$ cat config.mk
export PLATFORM = sky130hd
export DESIGN_NAME = slpcg_top
export DESIGN_NICKNAME = d
export VERILOG_FILES = /design/src/hdl/slpcg_pkg.sv /design/src/hdl/slpcg_sleep_ctrl.sv /design/src/hdl/slpcg_top.sv
export VERILOG_INCLUDE_DIRS = /design/src /design/src/hdl
export SDC_FILE = /design/constraint.sdc
export NUM_CORES = 1
export LEC_CHECK = 0
export CAP_MARGIN = 20
export CORE_MARGIN = 2
export CORE_UTILIZATION = 25
export DETAILED_ROUTE_END_ITERATION = 7
export DONT_BUFFER_PORTS = 1
export HOLD_SLACK_MARGIN = 0.1
export SETUP_SLACK_MARGIN = 0.3
export SLEW_MARGIN = 0
export SYNTH_ARGS = -nofsm -noshare
export SYNTH_HDL_FRONTEND = slang
export SYNTH_SLANG_ARGS = --single-unit
$ cat constraint.sdc
create_clock -name CLK_SYS -period 4.5 [get_ports CLK_SYS]
set_input_delay 0.45 -clock CLK_SYS [delete_from_list [all_inputs] [get_ports CLK_SYS]]
set_output_delay 0.45 -clock CLK_SYS [all_outputs]
set_load 0.01 [all_outputs]
$ cat src/hdl/slpcg_regs.svh
/*
 * Register offsets, field positions, reset values and timing counts of the
 * sleep and clock gating block.
 * Assumes inclusion by bare name from the package; the design modules use its macros without including it.
 */
`ifndef SLPCG_REGS_SVH
`define SLPCG_REGS_SVH

// Register indices; each register takes one word, so its byte address is four
// times its index, the clock gate bank starting at its own base.
`define SLPCG_IDX_SLEEP_CONTROL 8'h00
`define SLPCG_IDX_GENERAL_GATE 8'h00
`define SLPCG_IDX_PORT_A_GATE 8'h01
`define SLPCG_IDX_RESERVED_GATE 8'h02
`define SLPCG_IDX_PORT_C_GATE 8'h03
`define SLPCG_IDX_PORT_D_GATE 8'h04
`define SLPCG_IDX_PORT_E_GATE 8'h05
`define SLPCG_IDX_PORT_F_GATE 8'h06
`define SLPCG_GATE_BASE 8'h20

// Byte addresses on the AHB-Lite slave.
`define SLPCG_OFS_SLEEP_CONTROL (`SLPCG_IDX_SLEEP_CONTROL << 2)
`define SLPCG_OFS_GENERAL_GATE (`SLPCG_GATE_BASE + (`SLPCG_IDX_GENERAL_GATE << 2))
`define SLPCG_OFS_PORT_A_GATE (`SLPCG_GATE_BASE + (`SLPCG_IDX_PORT_A_GATE << 2))
`define SLPCG_OFS_RESERVED_GATE (`SLPCG_GATE_BASE + (`SLPCG_IDX_RESERVED_GATE << 2))
`define SLPCG_OFS_PORT_C_GATE (`SLPCG_GATE_BASE + (`SLPCG_IDX_PORT_C_GATE << 2))
`define SLPCG_OFS_PORT_D_GATE (`SLPCG_GATE_BASE + (`SLPCG_IDX_PORT_D_GATE << 2))
`define SLPCG_OFS_PORT_E_GATE (`SLPCG_GATE_BASE + (`SLPCG_IDX_PORT_E_GATE << 2))
`define SLPCG_OFS_PORT_F_GATE (`SLPCG_GATE_BASE + (`SLPCG_IDX_PORT_F_GATE << 2))
`define SLPCG_OFS_STATUS 8'h40
`define SLPCG_OFS_ANALOG_CONTROL 8'h44

// Sleep control fields.
`define SLPCG_SLEEP_ARM_BIT 0
`define SLPCG_MODE_LSB 1
`define SLPCG_MODE_MSB 3

// Sleep mode codes.
`define SLPCG_IDLE_CODE 3'h0
`define SLPCG_POWER_DOWN_CODE 3'h2
`define SLPCG_POWER_SAVE_CODE 3'h3
`define SLPCG_STAND_BY_CODE 3'h6
`define SLPCG_EXTENDED_STAND_BY_CODE 3'h7

// Writable masks of each gate register and of sleep control.
`define SLPCG_GENERAL_MASK 8'h06
`define SLPCG_PORT_A_MASK 8'h03
`define SLPCG_PORT_C_MASK 8'h5F
`define SLPCG_PORT_D_MASK 8'h19
`define SLPCG_PORT_E_MASK 8'h51
`define SLPCG_PORT_F_MASK 8'h11
`define SLPCG_SLEEP_MASK 8'h0F

// Gate bit positions.
`define SLPCG_RTC_BIT 2
`define SLPCG_EVENT_BIT 1
`define SLPCG_ADC_BIT 1
`define SLPCG_COMPARATOR_BIT 0

// Analog control register (enables of converter, comparator, reference use).
`define SLPCG_ADC_EN_BIT 0
`define SLPCG_COMPARATOR_EN_BIT 1
`define SLPCG_COMPARATOR_VREF_BIT 2
`define SLPCG_ANALOG_MASK 8'h07

`define SLPCG_RESET_VALUE 8'h00

// Halt after wake-up, in CLK_SYS cycles.
`define SLPCG_WAKE_HALT_CYCLES 3'h4

`endif

$ cat src/hdl/slpcg_pkg.sv
/*
 * Types shared by the sleep and clock gating block.
 * Assumes slpcg_regs.svh is on the include path.
 */
package slpcg_pkg;
  `include "slpcg_regs.svh"

  typedef enum logic [1:0] {
    SLPCG_ACTIVE,
    SLPCG_SLEEPING,
    SLPCG_WAKE_HALT
  } slpcg_state_type;

  // Clock stop requests toward the peripheral domains, one bit per peripheral.
  typedef struct packed {
    logic event_routing;
    logic real_time_counter;
    logic analog_converter;
    logic analog_comparator;
    logic [6:0] port_c;
    logic [6:0] port_d;
    logic [6:0] port_e;
    logic [6:0] port_f;
  } slpcg_gates_type;

  // Domain clock enables while asleep.
  typedef struct packed {
    logic cpu_clock;
    logic periph_domain_clock;
    logic rtc_clock;
    logic system_clock_source;
    logic rtc_clock_source;
    logic input_buffers;
  } slpcg_domains_type;
endpackage

$ cat src/hdl/slpcg_sleep_ctrl.sv
/*
 * Sleep sequencer: takes the sleep instruction, decides the domain enables
 * of the selected mode, accepts the wake sources of that mode and holds the
 * core for the wake-up halt.
 * Assumes the core raises the sleep strobe for one cycle per instruction.
 */
`timescale 1ns/1ps
module slpcg_sleep_ctrl
  import slpcg_pkg::*;
(
  input wire logic clk,
  input wire logic rst,
  input wire logic ce,
  input wire logic sleep_instr,
  input wire logic armed,
  input wire logic [2:0] mode,
  input wire logic wake_any_irq,
  input wire logic wake_async_port,
  input wire logic wake_twi_match,
  input wire logic wake_rtc,
  output logic asleep,
  output logic halted,
  output logic [2:0] eff_mode,
  output slpcg_domains_type domains
);
  slpcg_state_type state_reg, state_next;
  logic [2:0] mode_reg, mode_next;
  logic [2:0] halt_reg, halt_next;
  logic wake;

  always_comb begin
    wake = wake_async_port | wake_twi_match;
    unique case (mode_reg)
      `SLPCG_IDLE_CODE: wake = wake_any_irq | wake;
      `SLPCG_POWER_SAVE_CODE, `SLPCG_EXTENDED_STAND_BY_CODE: wake = wake | wake_rtc;
      default: wake = wake;
    endcase
  end

  always_comb begin
    state_next = state_reg;
    mode_next = mode_reg;
    halt_next = halt_reg;
    unique case (state_reg)
      SLPCG_ACTIVE: begin
        if (sleep_instr && armed) begin
          state_next = SLPCG_SLEEPING;
          unique case (mode)
            `SLPCG_POWER_DOWN_CODE, `SLPCG_POWER_SAVE_CODE,
            `SLPCG_STAND_BY_CODE, `SLPCG_EXTENDED_STAND_BY_CODE: mode_next = mode;
            default: mode_next = `SLPCG_IDLE_CODE;
          endcase
        end
      end
      SLPCG_SLEEPING: begin
        if (wake) begin
          state_next = SLPCG_WAKE_HALT;
          halt_next = `SLPCG_WAKE_HALT_CYCLES;
        end
      end
      SLPCG_WAKE_HALT: begin
        halt_next = halt_reg - 3'h1;
        if (halt_reg == 3'h1) begin
          state_next = SLPCG_ACTIVE;
        end
      end
      default: state_next = SLPCG_ACTIVE;
    endcase
  end

  always_ff @(posedge clk or posedge rst) begin
    if (rst) begin
      state_reg <= SLPCG_ACTIVE;
      mode_reg <= `SLPCG_IDLE_CODE;
      halt_reg <= 3'h0;
    end else if (ce) begin
      state_reg <= state_next;
      mode_reg <= mode_next;
      halt_reg <= halt_next;
    end
  end

  // Domain table per mode; idle keeps everything but the CPU.
  always_comb begin
    domains = '{default: 1'b1};
    if (state_reg == SLPCG_SLEEPING) begin
      domains.cpu_clock = 1'b0;
      if (mode_reg != `SLPCG_IDLE_CODE) begin
        domains.periph_domain_clock = 1'b0;
        domains.input_buffers = 1'b0;
        domains.rtc_clock = (mode_reg == `SLPCG_POWER_SAVE_CODE) ||
                            (mode_reg == `SLPCG_EXTENDED_STAND_BY_CODE);
        domains.rtc_clock_source = domains.rtc_clock;
        domains.system_clock_source = mode_reg[2];
      end
    end else if (state_reg == SLPCG_WAKE_HALT) begin
      domains.cpu_clock = 1'b0;
    end
  end

  assign asleep = (state_reg == SLPCG_SLEEPING);
  assign halted = (state_reg != SLPCG_ACTIVE);
  assign eff_mode = mode_reg;
endmodule // slpcg_sleep_ctrl

$ cat src/hdl/slpcg_top.sv
/*
 * Sleep and clock gating block: AHB-Lite register file holding the sleep
 * control and the per-peripheral clock stop registers, the sleep sequencer,
 * and the keep-alive decisions for analog, watchdog and brownout logic.
 * Assumes a single AHB-Lite master on CLK_SYS and a core that pulses
 * SLEEP_INSTR when it executes the sleep instruction.
 */
// Notes on behaviour
// Mode codes 000 idle, 010 down, 011 save, 110 standby, 111 extended; others reserved.
// Sleep instruction only sleeps when the arm bit zero is set.
// Software arms just before sleeping and disarms right after waking.
// Software writes zero to the upper four bits of sleep control.
// General bit two stops the real-time counter clock; software reinitialises it.
// General bit one stops event routing clock; it resumes from frozen state.
// Port A bit one stops converter clock, bit zero comparator, cores included.
// Software disables converter and comparator before stopping their clocks.
// Port bits six to zero stop two-wire, serial one, zero, SPI, fine-edge, timers.
// A timer resumes from exactly its frozen state when its bit clears.
// Software reinitialises two-wire, serial, SPI and fine-edge after ungating.
// Gate bank: general, port A, reserved, ports C to F; absent bits stay zero.
// Modes stopping the peripheral clock disable pin input buffers.
// An enabled converter stays on in sleep; re-enable forces an extended conversion.
// Comparator auto-off outside idle; its reference stays on until software disables it.
// An enabled watchdog keeps running in all sleep modes.
// A fuse-enabled brownout detector stays on; deeper modes may pick off or sampled.
// After any wake-up the core stays halted four cycles.
// A gated peripheral is frozen and its registers are inaccessible.
// Power-down stops all clocks; only two-wire match or async port wakes.
// Power-save keeps the real-time counter running and lets it wake.
// A reserved mode code, armed and executed, behaves as idle.
`timescale 1ns/1ps
module slpcg_top
  import slpcg_pkg::*;
(
  input wire logic CLK_SYS,
  input wire logic RESET,
  input wire logic CE,
  input wire logic HSEL,
  input wire logic [31:0] HADDR,
  input wire logic [1:0] HTRANS,
  input wire logic HWRITE,
  input wire logic [2:0] HSIZE,
  input wire logic [31:0] HWDATA,
  input wire logic HREADY,
  output logic [31:0] HRDATA,
  output logic HREADYOUT,
  output logic HRESP,
  input wire logic SLEEP_INSTR,
  input wire logic WAKE_ANY_IRQ,
  input wire logic WAKE_ASYNC_PORT,
  input wire logic WAKE_TWI_MATCH,
  input wire logic WAKE_RTC,
  input wire logic WATCHDOG_ENABLED,
  input wire logic [1:0] BROWNOUT_ACTIVE_SETTING,
  input wire logic [1:0] BROWNOUT_SLEEP_SETTING,
  output logic CPU_HALT,
  output logic SLEEPING,
  output logic [2:0] SLEEP_MODE,
  output slpcg_domains_type DOMAIN_ENABLES,
  output slpcg_gates_type CLOCK_STOPS,
  output logic ADC_ENABLE,
  output logic ADC_EXTENDED_CONVERSION,
  output logic COMPARATOR_ENABLE,
  output logic COMPARATOR_VREF_ENABLE,
  output logic WATCHDOG_RUN,
  output logic [1:0] BROWNOUT_SETTING
);
  logic [7:0] sleep_control_reg, sleep_control_next;
  logic [7:0] general_clock_gate_reg, general_clock_gate_next;
  logic [7:0] port_a_analog_clock_gate_reg, port_a_analog_clock_gate_next;
  logic [7:0] port_c_clock_gate_reg, port_c_clock_gate_next;
  logic [7:0] port_d_clock_gate_reg, port_d_clock_gate_next;
  logic [7:0] port_e_clock_gate_reg, port_e_clock_gate_next;
  logic [7:0] port_f_clock_gate_reg, port_f_clock_gate_next;
  logic [7:0] analog_control_reg, analog_control_next;
  logic extended_pending_reg, extended_pending_next;
  logic wr_pending_reg, wr_pending_next;
  logic [7:0] wr_addr_reg, wr_addr_next;
  logic [31:0] hrdata_reg, hrdata_next;
  logic asleep, halted;
  logic [2:0] eff_mode;
  slpcg_domains_type domains;
  logic take;
  logic [7:0] wdata;
  logic [7:0] rd_value;

  slpcg_sleep_ctrl u_sleep_ctrl (
    .clk(CLK_SYS),
    .rst(RESET),
    .ce(CE),
    .sleep_instr(SLEEP_INSTR),
    .armed(sleep_control_reg[`SLPCG_SLEEP_ARM_BIT]),
    .mode(sleep_control_reg[`SLPCG_MODE_MSB:`SLPCG_MODE_LSB]),
    .wake_any_irq(WAKE_ANY_IRQ),
    .wake_async_port(WAKE_ASYNC_PORT),
    .wake_twi_match(WAKE_TWI_MATCH),
    .wake_rtc(WAKE_RTC),
    .asleep(asleep),
    .halted(halted),
    .eff_mode(eff_mode),
    .domains(domains)
  );

  // The slave is always ready: writes land at the clock edge that ends the data phase.
  assign take = HSEL && HREADY && HTRANS[1];
  assign wdata = HWDATA[7:0];
  assign HREADYOUT = 1'b1;
  assign HRESP = 1'b0;

  always_comb begin
    unique case (HADDR[7:0])
      `SLPCG_OFS_SLEEP_CONTROL: rd_value = sleep_control_reg;
      `SLPCG_OFS_GENERAL_GATE: rd_value = general_clock_gate_reg;
      `SLPCG_OFS_PORT_A_GATE: rd_value = port_a_analog_clock_gate_reg;
      `SLPCG_OFS_PORT_C_GATE: rd_value = port_c_clock_gate_reg;
      `SLPCG_OFS_PORT_D_GATE: rd_value = port_d_clock_gate_reg;
      `SLPCG_OFS_PORT_E_GATE: rd_value = port_e_clock_gate_reg;
      `SLPCG_OFS_PORT_F_GATE: rd_value = port_f_clock_gate_reg;
      `SLPCG_OFS_STATUS: rd_value = {3'h0, extended_pending_reg, halted, eff_mode};
      `SLPCG_OFS_ANALOG_CONTROL: rd_value = analog_control_reg;
      default: rd_value = 8'h00;
    endcase
  end

  always_comb begin
    wr_pending_next = take && HWRITE;
    wr_addr_next = take ? HADDR[7:0] : wr_addr_reg;
    hrdata_next = (take && !HWRITE) ? {24'h000000, rd_value} : hrdata_reg;
    sleep_control_next = sleep_control_reg;
    general_clock_gate_next = general_clock_gate_reg;
    port_a_analog_clock_gate_next = port_a_analog_clock_gate_reg;
    port_c_clock_gate_next = port_c_clock_gate_reg;
    port_d_clock_gate_next = port_d_clock_gate_reg;
    port_e_clock_gate_next = port_e_clock_gate_reg;
    port_f_clock_gate_next = port_f_clock_gate_reg;
    analog_control_next = analog_control_reg;
    if (wr_pending_reg) begin
      unique case (wr_addr_reg)
        // Upper bits are masked so a careless write cannot leave junk behind.
        `SLPCG_OFS_SLEEP_CONTROL: sleep_control_next = wdata & `SLPCG_SLEEP_MASK;
        `SLPCG_OFS_GENERAL_GATE: general_clock_gate_next = wdata & `SLPCG_GENERAL_MASK;
        `SLPCG_OFS_PORT_A_GATE: port_a_analog_clock_gate_next = wdata & `SLPCG_PORT_A_MASK;
        `SLPCG_OFS_PORT_C_GATE: port_c_clock_gate_next = wdata & `SLPCG_PORT_C_MASK;
        `SLPCG_OFS_PORT_D_GATE: port_d_clock_gate_next = wdata & `SLPCG_PORT_D_MASK;
        `SLPCG_OFS_PORT_E_GATE: port_e_clock_gate_next = wdata & `SLPCG_PORT_E_MASK;
        `SLPCG_OFS_PORT_F_GATE: port_f_clock_gate_next = wdata & `SLPCG_PORT_F_MASK;
        `SLPCG_OFS_ANALOG_CONTROL: analog_control_next = wdata & `SLPCG_ANALOG_MASK;
        default: sleep_control_next = sleep_control_reg;
      endcase
    end
    // An off-to-on edge of the converter arms an extended conversion.
    extended_pending_next = extended_pending_reg;
    if (!analog_control_reg[`SLPCG_ADC_EN_BIT] && analog_control_next[`SLPCG_ADC_EN_BIT]) begin
      extended_pending_next = 1'b1;
    end
  end

  always_ff @(posedge CLK_SYS or posedge RESET) begin
    if (RESET) begin
      sleep_control_reg <= `SLPCG_RESET_VALUE;
      general_clock_gate_reg <= `SLPCG_RESET_VALUE;
      port_a_analog_clock_gate_reg <= `SLPCG_RESET_VALUE;
      port_c_clock_gate_reg <= `SLPCG_RESET_VALUE;
      port_d_clock_gate_reg <= `SLPCG_RESET_VALUE;
      port_e_clock_gate_reg <= `SLPCG_RESET_VALUE;
      port_f_clock_gate_reg <= `SLPCG_RESET_VALUE;
      analog_control_reg <= `SLPCG_RESET_VALUE;
      extended_pending_reg <= 1'b0;
      wr_pending_reg <= 1'b0;
      wr_addr_reg <= 8'h00;
      hrdata_reg <= 32'h00000000;
    end else if (CE) begin
      sleep_control_reg <= sleep_control_next;
      general_clock_gate_reg <= general_clock_gate_next;
      port_a_analog_clock_gate_reg <= port_a_analog_clock_gate_next;
      port_c_clock_gate_reg <= port_c_clock_gate_next;
      port_d_clock_gate_reg <= port_d_clock_gate_next;
      port_e_clock_gate_reg <= port_e_clock_gate_next;
      port_f_clock_gate_reg <= port_f_clock_gate_next;
      analog_control_reg <= analog_control_next;
      extended_pending_reg <= extended_pending_next;
      wr_pending_reg <= wr_pending_next;
      wr_addr_reg <= wr_addr_next;
      hrdata_reg <= hrdata_next;
    end
  end

  assign HRDATA = hrdata_reg;

  // Stops are level requests; the peripheral domains freeze in place and
  // block their own register access while stopped.
  always_comb begin
    CLOCK_STOPS.event_routing = general_clock_gate_reg[`SLPCG_EVENT_BIT];
    CLOCK_STOPS.real_time_counter = general_clock_gate_reg[`SLPCG_RTC_BIT];
    CLOCK_STOPS.analog_converter = port_a_analog_clock_gate_reg[`SLPCG_ADC_BIT];
    CLOCK_STOPS.analog_comparator = port_a_analog_clock_gate_reg[`SLPCG_COMPARATOR_BIT];
    CLOCK_STOPS.port_c = port_c_clock_gate_reg[6:0];
    CLOCK_STOPS.port_d = port_d_clock_gate_reg[6:0];
    CLOCK_STOPS.port_e = port_e_clock_gate_reg[6:0];
    CLOCK_STOPS.port_f = port_f_clock_gate_reg[6:0];
  end

  assign DOMAIN_ENABLES = domains;
  assign CPU_HALT = halted;
  assign SLEEPING = asleep;
  assign SLEEP_MODE = eff_mode;
  assign ADC_ENABLE = analog_control_reg[`SLPCG_ADC_EN_BIT];
  assign ADC_EXTENDED_CONVERSION = extended_pending_reg;
  // Comparator drops out of every sleep except idle, but its reference use
  // keeps the reference alive until software clears the comparator enable.
  assign COMPARATOR_ENABLE = analog_control_reg[`SLPCG_COMPARATOR_EN_BIT] &&
                             !(asleep && eff_mode != `SLPCG_IDLE_CODE);
  assign COMPARATOR_VREF_ENABLE = analog_control_reg[`SLPCG_COMPARATOR_EN_BIT] &&
                                  analog_control_reg[`SLPCG_COMPARATOR_VREF_BIT];
  assign WATCHDOG_RUN = WATCHDOG_ENABLED;
  assign BROWNOUT_SETTING = (asleep && eff_mode != `SLPCG_IDLE_CODE) ?
                            BROWNOUT_SLEEP_SETTING : BROWNOUT_ACTIVE_SETTING;
endmodule // slpcg_top

==> impl_metrics.tcl <==
set metrics [dict create \
    status "complete, no violations" \
    setup_viol 0 \
    viasPerCell 4.63 \
    grt_pass1_wl_mm 10.0 \
    largest_reg_flops 8 \
    port_buffers 0 \
    syn_avg_cell_area_um2 10.6 \
    initialDrtViolationCount 88 \
    antenna_found_initial 0 \
    synth_edf_count 0 \
    synth_seq_cells 49 \
    grt_overflow_total 0 \
    cts_tree "yes" \
    yosysWarnings 0 \
    dieArea_mm2 0.0123 \
    fin_hold_ws_ns 0.254 \
    die_h_um 111 \
    synth_ff_type "dfrtp_1" \
    num_vias 1906 \
    worstSetupEndpointType "output pin" \
    syn_area_mm2 0.00285 \
    die_w_um 111 \
    cp_cell_sequence "nor3_1, nand2b_1, mux2_2" \
    p_seq_frac 0.456 \
    cts-hold-fix-buffers 0 \
    clk_path_buf_depth 2 \
    swShare 0.302 \
    power_density_mw_per_mm2 416 \
    core_mm2 0.0113 \
    crit_type "reg2out" \
    post-route-util 0.266 \
    fin_tns_setup_ns 0 \
    io_pins 169 \
    finalCriticalPeriod_ns 2.24 \
    max_stage_delay_ns 0.48 \
    max_freq_mhz 447 \
    grt_pass1_vias 1787 \
    path_clk_slew_ns 0.06 \
    dp_hpwl_mm 5.24 \
    crit_fanout 7 \
    hold_path_startpoint "CE" \
    cp_data_required_time_ns 4.05 \
    cap_violations 0 \
    tightest_slew_ns 0.817 \
    n_fill_cell 1173 \
    cts_sinks 49 \
    drive_above_1_share 0.204 \
    intPower_mw 0.871 \
    n_antenna_cell 0 \
    cpMaxStageDelayCell "dfrtp_1" \
    wl_per_cell_um 16.0 \
    root_buffer "clkbuf_16" \
    area_delta_synth_final_pct 5.13 \
    ir_drop_mv 0.131 \
    cp_top_family "simple AND/OR/NAND/NOR gates" \
    ys_seq_area_frac 0.430 \
    rr_startpoint "u_sleep_ctrl.state_reg[1]" \
    ant_nets 0 \
    synthCells 270 \
    maxSlewHeadroom 0.453 \
    maxSlewViolCount 0 \
    dp_slack_ns 2.27 \
    postCtsSetupBuffers 0 \
    rows 39 \
    async_flop_share 1.00 \
    crit_start "u_sleep_ctrl.eff_mode[0]" \
    clock_skew_ns 0.00734 \
    setup_slack_ns 2.26 \
    h-tree-depth 2 \
    final_hold_viol_count 0 \
    clock_power_share 0.340 \
    grtUsageTotal 0.105 \
    hold_class "in2reg" \
    grt_max_degree 50 \
    fin_crit_sh 0.497 \
    rsz0062_at_grt "no" \
    drc 0 \
    first_pass_iters 5 \
    p_leak_nw 1.35 \
    yosysUniqueCellTypes 48 \
    p_sw_mw 0.377 \
    wirelength_mm 6.58 \
    numCtsBuffers 5 \
    cp.buffers_inverters 0 \
    insertion_delay_ns 0.29 \
    fin_nets 359 \
    start_util 0.253 \
    post_cts_resized 0 \
    gp_congestion 0.806 \
    cp-start-kind "flop" \
    p_comb_frac 0.204 \
    crit_arrival_ns 1.79 \
]
## metal layers
metal  part of all wire  track usage  up-vias  wire (um)
li1                   -            -      867          -
met1               0.37        0.114      949       2410
met2               0.52        0.184       77       3420
met3              0.084       0.0388       13        554
met4              0.029       0.0450        0        192
met5                  0            0        -          0
## cell families after synthesis
kind of cell	count (synthesis)	share of synthesized area
AND/OR/NAND/NOR	69	0.136
adder cells (fa/ha/maj)	6	0.0263
buffers and inverters	64	0.151
other	2	0.00263
multiplexers	41	0.162
AO/OA/AOI/OAI	39	0.0917
flip-flops	49	0.430
## worst paths after layout
check                                       endpoint  slack (ns)  depth (start not counted)
hold / removal                        wr_pending_reg        0.25                          1
setup reg to reg           u_sleep_ctrl.state_reg[0]        2.58                          6
hold reg to reg             u_sleep_ctrl.halt_reg[0]        0.53                          1
max in group asynchronous                  HRDATA[0]        3.52                          3
min in group asynchronous   u_sleep_ctrl.halt_reg[0]        0.51                          2
setup / recovery                 BROWNOUT_SETTING[0]        2.26                          3
## area by class of cell
class                           count  area (um^2)  share of cell area
Timing Repair Buffer                2         30.0              0.0100
Tap cell                          143          179              0.0597
Sequential cell                    49         1230               0.409
Clock inverter                      2         38.8              0.0129
Clock buffer                        6          129              0.0430
Inverter                           13         48.8              0.0163
Multi-Input combinational cell    197         1350               0.449
## Yosys cell counts (3+ instances only)
| master | n | area share |
|---|---|---|
| a21oi_1 | 5 | 0.0088 |
| a22o_1 | 3 | 0.0092 |
| a22oi_1 | 4 | 0.011 |
| a31oi_1 | 4 | 0.0088 |
| and2_1 | 5 | 0.011 |
| buf_4 | 46 | 0.12 |
| dfrtp_1 | 49 | 0.43 |
| ha_1 | 6 | 0.026 |
| inv_1 | 13 | 0.017 |
| mux2_2 | 38 | 0.15 |
| nand2_1 | 16 | 0.021 |
| nand3_1 | 4 | 0.0070 |
| nor2_1 | 15 | 0.020 |
| nor3_1 | 3 | 0.0053 |
| nor4_1 | 3 | 0.0066 |
| nor4b_1 | 3 | 0.0092 |
| o21ai_0 | 8 | 0.014 |
| o22ai_1 | 4 | 0.0088 |
## power by group through the flow
stage | Clock (mW) | Sequential [mW] | Combinational [mW]
floorplan | 0 | 0.558 | 0.250
global placement | 0 | 0.575 | 0.244
detailed placement | 0 | 0.579 | 0.252
CTS | 0.433 | 0.571 | 0.253
global route | 0.450 | 0.579 | 0.280
finish | 0.424 | 0.570 | 0.255
## cells in the final DEF (no fill, tap or decap), types with 2 or more instances in the layout
| cell | instances |
|---|---|
| dfrtp_1 | 49 |
| conb_1 | 42 |
| mux2_2 | 38 |
| nand2_1 | 16 |
| nor2_1 | 15 |
| inv_1 | 12 |
| o21ai_0 | 8 |
| ha_1 | 6 |
| and2_1 | 5 |
| a21oi_1 | 5 |
| clkbuf_16 | 5 |
| nand3_1 | 4 |
| o22ai_1 | 4 |
| a22oi_1 | 4 |
| a31oi_1 | 4 |
| nor4_1 | 3 |
| nor4b_1 | 3 |
| nor3_1 | 3 |
| a22o_1 | 3 |
| nand4b_1 | 2 |
| nand2b_1 | 2 |
| nand4_1 | 2 |
| o211ai_1 | 2 |
| nor2b_1 | 2 |
| a32oi_1 | 2 |
| mux2i_1 | 2 |
| a21o_1 | 2 |
## stage by stage
| step | total power [mW] | area [um^2] | cells |
|---|---|---|---|
| CTS | 1.26 | 2970 | 410 |
| global placement | 0.819 | 2800 | 402 |
| finish | 1.25 | 3000 | 412 |
| detailed placement | 0.830 | 2800 | 402 |
| floorplan | 0.808 | 3000 | 310 |
| global route | 1.31 | 3000 | 412 |
Power figures use the tool's default switching activity.
